--- src/lds_cfg.svh ---
// constants for the lubricant dispense scheduler
`ifndef LDS_CFG_SVH
`define LDS_CFG_SVH
// ==========================================================================
// timing
`define LDS_CLK_NS 8
`define LDS_TICK_NS 1000000000
`define LDS_TICK_CYC (`LDS_TICK_NS / `LDS_CLK_NS)
`define LDS_STROKE_NS 100000000
`define LDS_STROKE_CYC (`LDS_STROKE_NS / `LDS_CLK_NS)
`define LDS_EXT_LIMIT_S 15
`define LDS_EXT_LIMIT_TICKS 4'd15
`define LDS_BLINK_S 5
// ==========================================================================
// schedule arithmetic, volumes in units of 0.01 ml
`define LDS_SEC_PER_HOUR 32'd3600
`define LDS_SEC_PER_MONTH 32'd2592000
`define LDS_STROKE_CML 32'd16
`define LDS_CART_SMALL_CML 16'd12500
`define LDS_CART_LARGE_CML 16'd25000
// ==========================================================================
// ranges and defaults
`define LDS_PAUSE_MIN 8'd1
`define LDS_PAUSE_MAX 8'd240
`define LDS_PAUSE_DEF 8'd6
`define LDS_CYC_MIN 4'd1
`define LDS_CYC_MAX 4'd10
`define LDS_CYC_DEF 4'd1
`define LDS_MONTH_MIN 5'd1
`define LDS_MONTH_MAX 5'd24
`define LDS_MONTH_DEF 5'd6
`define LDS_PRIME_STROKES 5'd10
`define LDS_LEFT_MAX 6'd31
`endif

--- src/lds_pkg.sv ---
// types for the lubricant dispense scheduler
package lds_pkg;
  typedef enum logic [1:0] {LDS_MODE_INTERVAL, LDS_MODE_DRAIN, LDS_MODE_EXT} lds_mode_e;
  typedef enum logic {LDS_IDLE, LDS_STROKE} lds_stroke_e;
endpackage : lds_pkg

--- src/lds_pulse_div.sv ---
// counts enable pulses and emits one tick every LIMIT of them
`timescale 1ns/10ps
module lds_pulse_div #(
  parameter int unsigned LIMIT = 2
) (
  // clock and reset
  input wire logic clk,
  input wire logic rst_b,
  // control
  input wire logic clr,
  input wire logic en,
  // result
  output logic tick
);
  localparam int W = (LIMIT > 2) ? $clog2(LIMIT) : 1;
  logic [W-1:0] cnt;
  logic [W-1:0] next_cnt;
  logic next_tick;
  // ==========================================================================
  // next count; clear restarts the full period
  always_comb begin
    next_cnt = cnt;
    next_tick = 1'b0;
    if (clr) begin
      next_cnt = '0;
    end else if (en) begin
      if (cnt == W'(LIMIT - 1)) begin
        next_cnt = '0;
        next_tick = 1'b1;
      end else begin
        next_cnt = cnt + W'(1);
      end
    end
  end
  // registers
  always_ff @(posedge clk) begin
    if (!rst_b) begin
      cnt <= '0;
      tick <= 1'b0;
    end else begin
      cnt <= next_cnt;
      tick <= next_tick;
    end
  end
endmodule : lds_pulse_div

--- src/lds_scheduler.sv ---
// lubricant dispense scheduler: settings, stroke timing and stroke engine
`timescale 1ns/10ps
`include "lds_cfg.svh"
module lds_scheduler import lds_pkg::*; #(
  parameter int unsigned TICK_CYC = `LDS_TICK_CYC,
  parameter int unsigned STROKE_CYC = `LDS_STROKE_CYC
) (
  // clock and reset
  input wire logic clk,
  input wire logic rst_b,
  // on/off and settings menu
  input wire logic switch_on_req,
  input wire logic switch_off_req,
  input wire logic mode_wr,
  input wire logic [1:0] mode_sel,
  input wire logic cart_wr,
  input wire logic cart_large_in,
  input wire logic pause_wr,
  input wire logic [7:0] pause_in,
  input wire logic cycles_wr,
  input wire logic [3:0] cycles_in,
  input wire logic months_wr,
  input wire logic [4:0] months_in,
  // operator actions
  input wire logic manual_req,
  input wire logic prime_req,
  // controller command line
  input wire logic ext_cmd,
  // status
  output logic switched_on,
  output lds_mode_e op_mode,
  output logic cart_large,
  output logic [7:0] pause_hours,
  output logic [3:0] cycles_per_pause,
  output logic [4:0] drain_months,
  output logic setting_reject,
  output logic ext_fault,
  output logic ready_blink,
  // pump
  output logic stroke_drive,
  output logic busy
);
  // ==========================================================================
  // state
  logic ext_q, cycle_pend;
  logic [3:0] ext_sec;
  logic [31:0] acc;
  lds_stroke_e st;
  logic [4:0] strokes_left;
  logic [31:0] stroke_cnt;
  logic next_on, next_cart, next_reject, next_fault, next_ext_q, next_pend;
  lds_mode_e next_mode;
  logic [7:0] next_pause;
  logic [3:0] next_cycles, next_ext_sec;
  logic [4:0] next_months, next_left;
  logic [31:0] next_acc, next_stroke_cnt;
  lds_stroke_e next_st;
  logic next_drive, next_busy;
  // helpers
  logic sec_tick, sched_run, restart, fire, engine_idle, cycle_start;
  logic add_manual, add_ext, add_prime, any_add;
  logic [15:0] step;
  logic [31:0] thr;
  logic [32:0] acc_sum;
  logic [5:0] base;

  // ==========================================================================
  // one second time base, and the ready blink
  lds_pulse_div #(.LIMIT(TICK_CYC)) u_sec (
    .clk(clk), .rst_b(rst_b), .clr(1'b0), .en(1'b1), .tick(sec_tick)
  );
  lds_pulse_div #(.LIMIT(`LDS_BLINK_S)) u_blink (
    .clk(clk), .rst_b(rst_b), .clr(!switched_on || ext_fault),
    .en(sec_tick), .tick(ready_blink)
  );

  // ==========================================================================
  // schedule arithmetic: each second adds step, a start fires when the sum
  // reaches thr; the remainder is kept so spacing stays even without a divider
  always_comb begin
    if (op_mode == LDS_MODE_INTERVAL) begin
      step = {12'h000, cycles_per_pause};
      thr = 32'({24'h000000, pause_hours} * `LDS_SEC_PER_HOUR);
    end else begin
      step = cart_large ? `LDS_CART_LARGE_CML : `LDS_CART_SMALL_CML;
      thr = 32'({27'h0, drain_months} * `LDS_SEC_PER_MONTH * `LDS_STROKE_CML);
    end
  end
  assign acc_sum = {1'b0, acc} + {17'h0, step};
  assign sched_run = switched_on && (op_mode != LDS_MODE_EXT);
  assign fire = sched_run && sec_tick && (acc_sum >= {1'b0, thr});

  // ==========================================================================
  // settings, on/off, timers and fault detection
  always_comb begin
    next_on = switched_on;
    next_mode = op_mode;
    next_cart = cart_large;
    next_pause = pause_hours;
    next_cycles = cycles_per_pause;
    next_months = drain_months;
    next_reject = 1'b0;
    next_ext_q = ext_cmd;
    next_ext_sec = ext_sec;
    next_fault = ext_fault;
    next_pend = cycle_pend;
    restart = 1'b0;
    if (switch_on_req && !switched_on) begin
      next_on = 1'b1;
      restart = 1'b1;
    end else if (switch_off_req) begin
      next_on = 1'b0;
    end
    // mode and cartridge held while running
    if (mode_wr && !switched_on) begin
      if (mode_sel == 2'h3) begin
        next_reject = 1'b1;
      end else begin
        next_mode = lds_mode_e'(mode_sel);
        restart = 1'b1;
      end
    end
    if (cart_wr && !switched_on) begin
      next_cart = cart_large_in;
      restart = 1'b1;
    end
    if (pause_wr) begin
      if (pause_in < `LDS_PAUSE_MIN || pause_in > `LDS_PAUSE_MAX) begin
        next_reject = 1'b1;
      end else begin
        next_pause = pause_in;
        restart = 1'b1;
      end
    end
    if (cycles_wr) begin
      if (cycles_in < `LDS_CYC_MIN || cycles_in > `LDS_CYC_MAX) begin
        next_reject = 1'b1;
      end else begin
        next_cycles = cycles_in;
        restart = 1'b1;
      end
    end
    if (months_wr) begin
      if (months_in < `LDS_MONTH_MIN || months_in > `LDS_MONTH_MAX) begin
        next_reject = 1'b1;
      end else begin
        next_months = months_in;
        restart = 1'b1;
      end
    end
    // interval accumulator; a restart drops the partial interval
    if (restart || !sched_run) begin
      next_acc = '0;
    end else if (sec_tick) begin
      next_acc = fire ? 32'(acc_sum - {1'b0, thr}) : acc_sum[31:0];
    end else begin
      next_acc = acc;
    end
    // a start that arrives while busy is held, the set winning over the take
    if (!sched_run) begin
      next_pend = 1'b0;
    end else if (fire) begin
      next_pend = 1'b1;
    end else if (cycle_start) begin
      next_pend = 1'b0;
    end
    // held command watchdog in whole seconds; trips one tick past the full count
    if (!switched_on) begin
      next_ext_sec = '0;
      next_fault = 1'b0; // limitation: only switching off or a reset clears it
    end else if (!ext_cmd || op_mode != LDS_MODE_EXT) begin
      next_ext_sec = '0;
    end else if (sec_tick) begin
      if (ext_sec == `LDS_EXT_LIMIT_TICKS) begin
        next_fault = 1'b1;
      end else begin
        next_ext_sec = ext_sec + 4'h1;
      end
    end
  end

  // registers; reset brings the factory state
  always_ff @(posedge clk) begin
    if (!rst_b) begin
      switched_on <= 1'b0;
      op_mode <= LDS_MODE_INTERVAL;
      cart_large <= 1'b0;
      pause_hours <= `LDS_PAUSE_DEF;
      cycles_per_pause <= `LDS_CYC_DEF;
      drain_months <= `LDS_MONTH_DEF;
      setting_reject <= 1'b0;
      ext_q <= 1'b0;
      ext_sec <= '0;
      ext_fault <= 1'b0;
      acc <= '0;
      cycle_pend <= 1'b0;
    end else begin
      switched_on <= next_on;
      op_mode <= next_mode;
      cart_large <= next_cart;
      pause_hours <= next_pause;
      cycles_per_pause <= next_cycles;
      drain_months <= next_months;
      setting_reject <= next_reject;
      ext_q <= next_ext_q;
      ext_sec <= next_ext_sec;
      ext_fault <= next_fault;
      acc <= next_acc;
      cycle_pend <= next_pend;
    end
  end

  // ==========================================================================
  // stroke requests
  assign engine_idle = (st == LDS_IDLE) && (strokes_left == 5'h00);
  assign add_manual = switched_on && manual_req;
  assign add_prime = switched_on && prime_req;
  assign add_ext = switched_on && (op_mode == LDS_MODE_EXT) && ext_cmd && !ext_q;
  assign any_add = add_manual || add_prime || add_ext;
  // a cycle is only loaded into an empty engine, never merged into a burst
  assign cycle_start = cycle_pend && engine_idle && !any_add && sched_run;

  // ==========================================================================
  // stroke engine: strokes run back to back while any are queued
  always_comb begin
    if (cycle_start) begin
      base = (op_mode == LDS_MODE_INTERVAL) ? {2'b00, cycles_per_pause} : 6'h01;
    end else begin
      base = {1'b0, strokes_left} + {5'h00, add_manual} + {5'h00, add_ext}
           + (add_prime ? {1'b0, `LDS_PRIME_STROKES} : 6'h00);
      if (base > `LDS_LEFT_MAX) begin
        base = `LDS_LEFT_MAX;
      end
    end
    if (!switched_on) begin
      base = 6'h00; // switching off drops the queue, the running stroke ends
    end
    next_st = st;
    next_left = base[4:0];
    next_stroke_cnt = stroke_cnt;
    case (st)
      LDS_IDLE: begin
        if (base != 6'h00) begin
          next_st = LDS_STROKE;
          next_left = 5'(base - 6'h01);
          next_stroke_cnt = '0;
        end
      end
      LDS_STROKE: begin
        if (stroke_cnt == 32'(STROKE_CYC - 1)) begin
          next_stroke_cnt = '0;
          if (base != 6'h00) begin
            next_left = 5'(base - 6'h01);
          end else begin
            next_st = LDS_IDLE;
          end
        end else begin
          next_stroke_cnt = stroke_cnt + 32'h1;
        end
      end
      default: begin
        next_st = LDS_IDLE;
      end
    endcase
    next_drive = (next_st == LDS_STROKE);
    next_busy = next_drive || (next_left != 5'h00);
  end

  // registers
  always_ff @(posedge clk) begin
    if (!rst_b) begin
      st <= LDS_IDLE;
      strokes_left <= '0;
      stroke_cnt <= '0;
      stroke_drive <= 1'b0;
      busy <= 1'b0;
    end else begin
      st <= next_st;
      strokes_left <= next_left;
      stroke_cnt <= next_stroke_cnt;
      stroke_drive <= next_drive;
      busy <= next_busy;
    end
  end
endmodule : lds_scheduler

--- config.mk ---
export PLATFORM = sky130hd
export DESIGN_NAME = lds_scheduler
export DESIGN_NICKNAME = d
export VERILOG_FILES = /design/src/lds_pkg.sv /design/src/lds_pulse_div.sv /design/src/lds_scheduler.sv
export VERILOG_INCLUDE_DIRS = /design/src
export SDC_FILE = /design/constraint.sdc
export NUM_CORES = 1
export LEC_CHECK = 0
export ABC_AREA = 1
export BUFFER_PORTS_ARGS = -buffer_cell sky130_fd_sc_hd__buf_4
export CAP_MARGIN = 40
export CORE_ASPECT_RATIO = 0.6
export CORE_MARGIN = 5
export CORE_UTILIZATION = 49
export DETAILED_ROUTE_END_ITERATION = 10
export PLACE_DENSITY = 0.76
export SYNTH_ARGS = -nofsm -noshare
export SYNTH_HDL_FRONTEND = slang
export SYNTH_SLANG_ARGS = --single-unit
--- constraint.sdc ---
create_clock -name clk -period 9.5 [get_ports clk]
set_input_delay 0.95 -clock clk [delete_from_list [all_inputs] [get_ports clk]]
set_output_delay 0.95 -clock clk [all_outputs]
set_load 0.05 [all_outputs]
==> results of run 1 <==
[critical path: cells and delay by family (launching register included)]
kind	cells	cell delay (ns)
adder cells (fa/ha/maj)	6	2.17
flip-flops	1	0.48
AO/OA/AOI/OAI	6	1.47
AND/OR/NAND/NOR	16	1.43
XOR/XNOR	1	0.12
buffers and inverters	3	0.24
[stage by stage]
step	total power, mW	hold slack (ns)	instances	area (um^2)
3_5_place_dp	1.44	0.449	2087	12300
4_1_cts	2.11	0.460	2118	12900
2_1_floorplan	1.22	0.418	1747	11700
3_3_place_gp	1.43	0.436	2087	12300
6_report	2.12	0.458	2118	12900
5_1_grt	2.25	0.468	2118	12900
[flip-flops by register name, indices dropped and copies added (netlist names), 2 cells and up]
signal            flops
strokes_left          5
stroke_cnt           32
u_sec.cnt            27
drain_months          5
op_mode               2
acc                  32
u_blink.cnt           3
ext_sec               4
pause_hours           8
cycles_per_pause      4
[placed cells by master, fill, tap and decap left out, drive strengths merged, types with 3 or more instances in the layout]
master	netlist	routed
a31oi	6	6
nand4	33	33
clkbuf	20	20
nand3b	4	4
dfxtp	132	132
xor2	43	43
nor3	38	38
and3	3	3
or2	15	15
buf	14	60
nor4	17	17
nand2	430	430
o21bai	6	6
o21a	5	5
ha	120	120
clkinv	3	9
fa	19	19
inv	214	216
xnor2	21	21
o21ai	109	109
a211oi	6	6
nand3	137	137
a31o	3	3
a21oi	156	156
nor2	169	169
a21o	7	7
[kinds of logic (layout without fill, tap and decap cells)]
logic type	Yosys count	after routing	share of synthesized area, %
compound gates	308	308	14.3
xor+xnor	64	64	4.79
fa+ha+maj	139	139	16.1
buf+inv	252	308	8.63
flops	132	132	22.6
simple gates	852	852	33.6
[worst paths after layout]
path | startpoint | end | slack (ns) | depth (start not counted)
min | u_sec.cnt[0]$_SDFF_PP0_ | u_sec.cnt[0]$_SDFF_PP0_ | 0.46 | 1
max | pause_hours[3]$_SDFFE_PN0P_ | acc[13]$_SDFFE_PP0P_ | 3.52 | 32
min reg2reg | u_sec.cnt[0]$_SDFF_PP0_ | u_sec.cnt[0]$_SDFF_PP0_ | 0.46 | 1
max reg2reg | pause_hours[3]$_SDFFE_PN0P_ | acc[13]$_SDFFE_PP0P_ | 3.52 | 32
[power groups by stage]
stage | Combinational, mW | Clock (mW) | Sequential [mW]
after floorplan | 0.582 | 0 | 0.635
final | 0.861 | 0.667 | 0.596
after global placement | 0.828 | 0 | 0.607
after CTS | 0.840 | 0.672 | 0.596
after detailed placement | 0.831 | 0 | 0.608
after global routing | 0.958 | 0.698 | 0.599
[metal layers]
layer  vias up  part of all wire [%]
li1       5877                     -
met1      5466                    49
met2       589                    37
met3        44                    13
met4         4                   1.1
met5         -                 0.048
[layout make-up]
class | instances | area share, %
Multi-Input combinational cell | 1363 | 62.2
Clock buffer | 20 | 3.53
Sequential cell | 132 | 20.4
Tap cell | 315 | 3.05
Timing Repair Buffer | 60 | 3.48
Clock inverter | 11 | 0.977
Inverter | 217 | 6.31
==> results.cfg, run 1 <==
[setup_path]
cp.arrival_ns = 6.36
slowest_stage = a21boi_4
cp-start-kind = flip-flop
worstPathMaxFanout = 23
slowest_delay_ns = 0.61
required_ns = 9.88
endpoint_kind = flip-flop
crit_top_cell = nand2_1
crit_type = reg -> reg

[floorplan]
die_area_um2 = 27200
io_pins = 58
die-height_um = 130
rows = 43
die_x_um = 209
start_util_pct = 50.2
core_um2 = 23300

[grt]
grt_pass1_wl_um = 57100
antenna_found_initial = 2
grt.met1_usage_pct = 39.6
grt_start_max_net_pins = 44
grtUsageMet2_pct = 34.5
busiest_layer = met1
first_global_vias = 10900
gr-usage-met3_pct = 10.4
grt_usage_pct = 26.1
overflow = 0

[logic_synthesis]
syn-num-nets = 1918
synth.most_common_cell = nand2_1
syn-cell-area_um2 = 11700
yosysWarnings = 0
syn_inst = 1747
synth_top_area_share_pct = 22.6
synth_common_cells = nand2_1 (401), inv_1 (205), nor2_1 (157)
async_flop_share_pct = 0
synth-seq-cells = 132
ys.flop_type = dfxtp_1
synth_top_cell_by_area = dfxtp_1
syn_area_per_cell_um2 = 6.69
seq_area_frac_synth_pct = 22.6
synth_edf_count = 0
ys_types = 58
yosys-top-cells-area = dfxtp_1 (23%), nand2_1 (13%), ha_1 (13%)

[layout]
ff_latch_area_um2 = 2640
post-route-util_pct = 55.5
final_nets = 1962
drive_gt1_share_pct = 10.2
fill_cells = 2250
antenna_cells = 0
syn_to_final_growth_pct = 10.5
multi_input_area_um2 = 8040

[route]
viasPerCell = 5.66
first_iter_violations = 1376
wl_um = 35600
dr_total_vias = 12000
dr.pass1.iters = 6
detail-route-antenna-nets = 0
drc = 0
wl_per_cell_um = 16.8

[power]
power_frac_clock_pct = 31.4
p_int_mw = 1.25
pwr-share-seq_pct = 28.1
power_density_nw_per_um2 = 164
vdd_drop_max_mv = 0.101
sw_frac_of_total_pct = 41.1
p_sw_mw = 0.873
cellLeakagePower_nw = 5.98
combPwrFrac_pct = 40.5

[placement]
place_ws_ns = 3.68
port_buffers = 57
hpwl_um = 28000
gp_congestion = 1.02

[cts]
cts_buffers = 17
worst_skew_pair.late_latency_ns = 0.43
cts_setup_buffers = 0
clockRootBuffer = clkbuf_16
ctsResizeCount = 0
htree_num_levels = 4
clkSinkCount = 132
clock_path_buffers = 2
cts_hold_buf = 0
cts_tree = built
path_clk_slew_ns = 0.07

[timing]
max_freq_mhz = 167
setup_tns_ns = 0
rsz0062_at_grt = no
fin_ws_ns = 3.52
clock_skew_ns = 0.0115
period_share_pct = 62.9
min_period_ns = 5.98
finalHoldViolCount = 0
slew_headroom_pct = 39.2
worst_slew_pin_slew_ns = 0.909
setup_viol = 0
drv_slew = 0

[outcome]
status = completed

[run]
cap_viol_max_count = 0

[worst_hold_path]
hp-class = reg -> reg
(Power assumes the default switching activity.)
==> inputs of run 2 (changes only) <==
==> constraint.sdc (replaced) <==
create_clock -name clk -period 6.17 [get_ports clk]
set_input_delay 0.617 -clock clk [delete_from_list [all_inputs] [get_ports clk]]
set_output_delay 0.617 -clock clk [all_outputs]
set_load 0.05 [all_outputs]
==> run 2 against run 1 <==
Compared with the run above:
- fmax increased by 6.6%
- final area increased by 0.69%
- setup slack got worse by 3.0 ns
- die area did not move
- critical path depth increased by 2
- sequential cell count unchanged
- via count rose by 1.5%
- worst hold slack worse by 0.089 ns
- first-iteration DRC count is 14% higher
- utilization is 0.38 points higher
- sequential power rose by 54%
- critical endpoint is now acc[10]$_SDFFE_PP0P_
- total power increased by 57%
==> results.cfg, run 2 (synthesis results as in run 1) <==
[setup_path]
slowest_delay_ns = 0.51
endpoint_kind = flip-flop
cp-start-kind = flip-flop
rr_worst_depth = 34
worstPathMaxFanout = 26
cp.arrival_ns = 5.94
required_ns = 6.50
slowest_stage = fa_1
crit_type = reg -> reg
r2r_slack_ns = 0.56
crit_top_cell = nand2_1

[timing]
min_period_ns = 5.61
worst_slew_pin_slew_ns = 0.945
clock_skew_ns = 0.0136
setup_tns_ns = 0
setup_viol = 0
finalHoldViolCount = 0
fin_ws_ns = 0.560
drv_slew = 0
slew_headroom_pct = 36.9
period_share_pct = 90.9
max_freq_mhz = 178
rsz0062_at_grt = no

[worst_hold_path]
min_path_cells = 3
hp-class = in -> reg

[route]
detail-route-antenna-nets = 0
drc = 0
dr.pass1.iters = 6
viasPerCell = 5.72
wl_um = 36200
first_iter_violations = 1564
dr_total_vias = 12200
wl_per_cell_um = 17.0

[layout]
ff_latch_area_um2 = 2650
drive_gt1_share_pct = 10.7
layout_commonest_cell = nand2_1
layout_common_cells = nand2_1 (401), inv_1 (205), nor2_1 (157), a21oi_1 (155), dfxtp_1 (130)
fill_cells = 2186
multi_input_area_um2 = 8060
top_regs = acc (32), stroke_cnt (32), u_sec.cnt (27)
layoutNonFillerInstCount = 2125
final_nets = 1968
antenna_cells = 0
syn_to_final_growth_pct = 11.3

[grt]
grt_start_max_net_pins = 44
overflow = 0
grt_pass1_wl_um = 57500
busiest_layer = met1
grtUsageMet2_pct = 34.7
first_global_vias = 11000
grt.met1_usage_pct = 41.3
grt_usage_pct = 26.2
gr-usage-met3_pct = 8.23
antenna_found_initial = 0

[cts]
clkSinkCount = 132
cts_tree = built
path_clk_slew_ns = 0.06
clockRootBuffer = clkbuf_16
clock_path_buffers = 2
htree_num_levels = 4
cts_buffers = 17
worst_skew_pair.late_latency_ns = 0.45

[placement]
place_ws_ns = 0.373
gp_congestion = 0.983
port_buffers = 57
hpwl_um = 28200
place_inst = 2090

[power]
combPwrFrac_pct = 39.9
p_int_mw = 1.96
p_sw_mw = 1.37
vdd_drop_max_mv = 0.149
power_frac_clock_pct = 32.6
cellLeakagePower_nw = 6.03
sw_frac_of_total_pct = 41.2
pwr-share-seq_pct = 27.5
power_density_nw_per_um2 = 256

[floorplan]
die-height_um = 130
io_pins = 58
rows = 43
core_um2 = 23300
start_util_pct = 50.2
die_x_um = 209
die_area_um2 = 27200

[outcome]
status = completed

[run]
cap_viol_max_count = 0
==> run 2: changes by cell type in the layout (fill, tap and decap cells not counted), sizes merged <==
cell and change:
buf +5, inv +2, a21boi +1, bufinv +1, clkbuf -1, clkinvlp -1
==> run 2: power by group through the flow <==
stage / logic, mW / clock network (mW) / registers, mW
after detailed placement: 1.28 / 0 / 0.935
after global placement: 1.27 / 0 / 0.933
after CTS: 1.29 / 1.09 / 0.917
after global routing: 1.47 / 1.14 / 0.922
final: 1.33 / 1.09 / 0.918
after floorplan: 0.897 / 0 / 0.977
==> run 2: final cells by class <==
| cell class | instances | share of cell area, % |
|---|---|---|
| inverters | 217 | 6.27 |
| well taps | 315 | 3.03 |
| clock buffers | 19 | 3.40 |
| clock inverters | 13 | 1.31 |
| multi-input cells | 1364 | 61.9 |
| repair buffers | 65 | 3.75 |
| flip-flops and latches | 132 | 20.3 |
==> run 2: path summary, 6_finish.rpt <==
kind                                                 to                   startpoint
worst min register to register  u_sec.cnt[0]$_SDFF_PP0_      u_sec.cnt[0]$_SDFF_PP0_
worst max register to register     acc[10]$_SDFFE_PP0P_  pause_hours[3]$_SDFFE_PN0P_
worst min-delay path                   ext_q$_SDFF_PN0_                      ext_cmd
worst max-delay path               acc[10]$_SDFFE_PP0P_  pause_hours[3]$_SDFFE_PN0P_
==> run 2: worst max-delay path: cells and delay by family, from the launching register on <==
| kind | cells | cell delay [ns] |
|---|---|---|
| DFF | 1 | 0.48 |
| adders and majority gates | 6 | 2.11 |
| AOI/OAI and AO/OA | 3 | 0.46 |
| and+or+nand+nor | 21 | 2.10 |
| buffers and inverters | 3 | 0.21 |
| xor gates and xnor gates | 1 | 0.14 |
==> run 2: routing by layer <==
| metal | vias up | part of all wire, % |
|---|---|---|
| met5 | - | 0 |
| met4 | 0 | 0.88 |
| met3 | 44 | 12 |
| met2 | 604 | 37 |
| met1 | 5624 | 50 |
| li1 | 5888 | - |
==> run 2: timing repair <==
| item | CTS | global route |
|---|---|---|
| setup buffers | 0 | 2 |
| endpoints found under the setup margin | 0 | 21 |
| hold buffers | 0 | 0 |
| gates resized for setup | 0 | 3 |
==> run 2: stage by stage <==
stage | hold slack, ns | util [%] | cell area (um^2) | power, mW
after floorplan | 0.418 | - | 11700 | 1.87
after global placement | 0.432 | 53.1 | 12400 | 2.21
after detailed placement | 0.445 | 53.1 | 12400 | 2.21
after CTS | 0.362 | 55.7 | 13000 | 3.30
after global routing | 0.370 | 55.9 | 13000 | 3.53
final | 0.369 | 55.9 | 13000 | 3.34
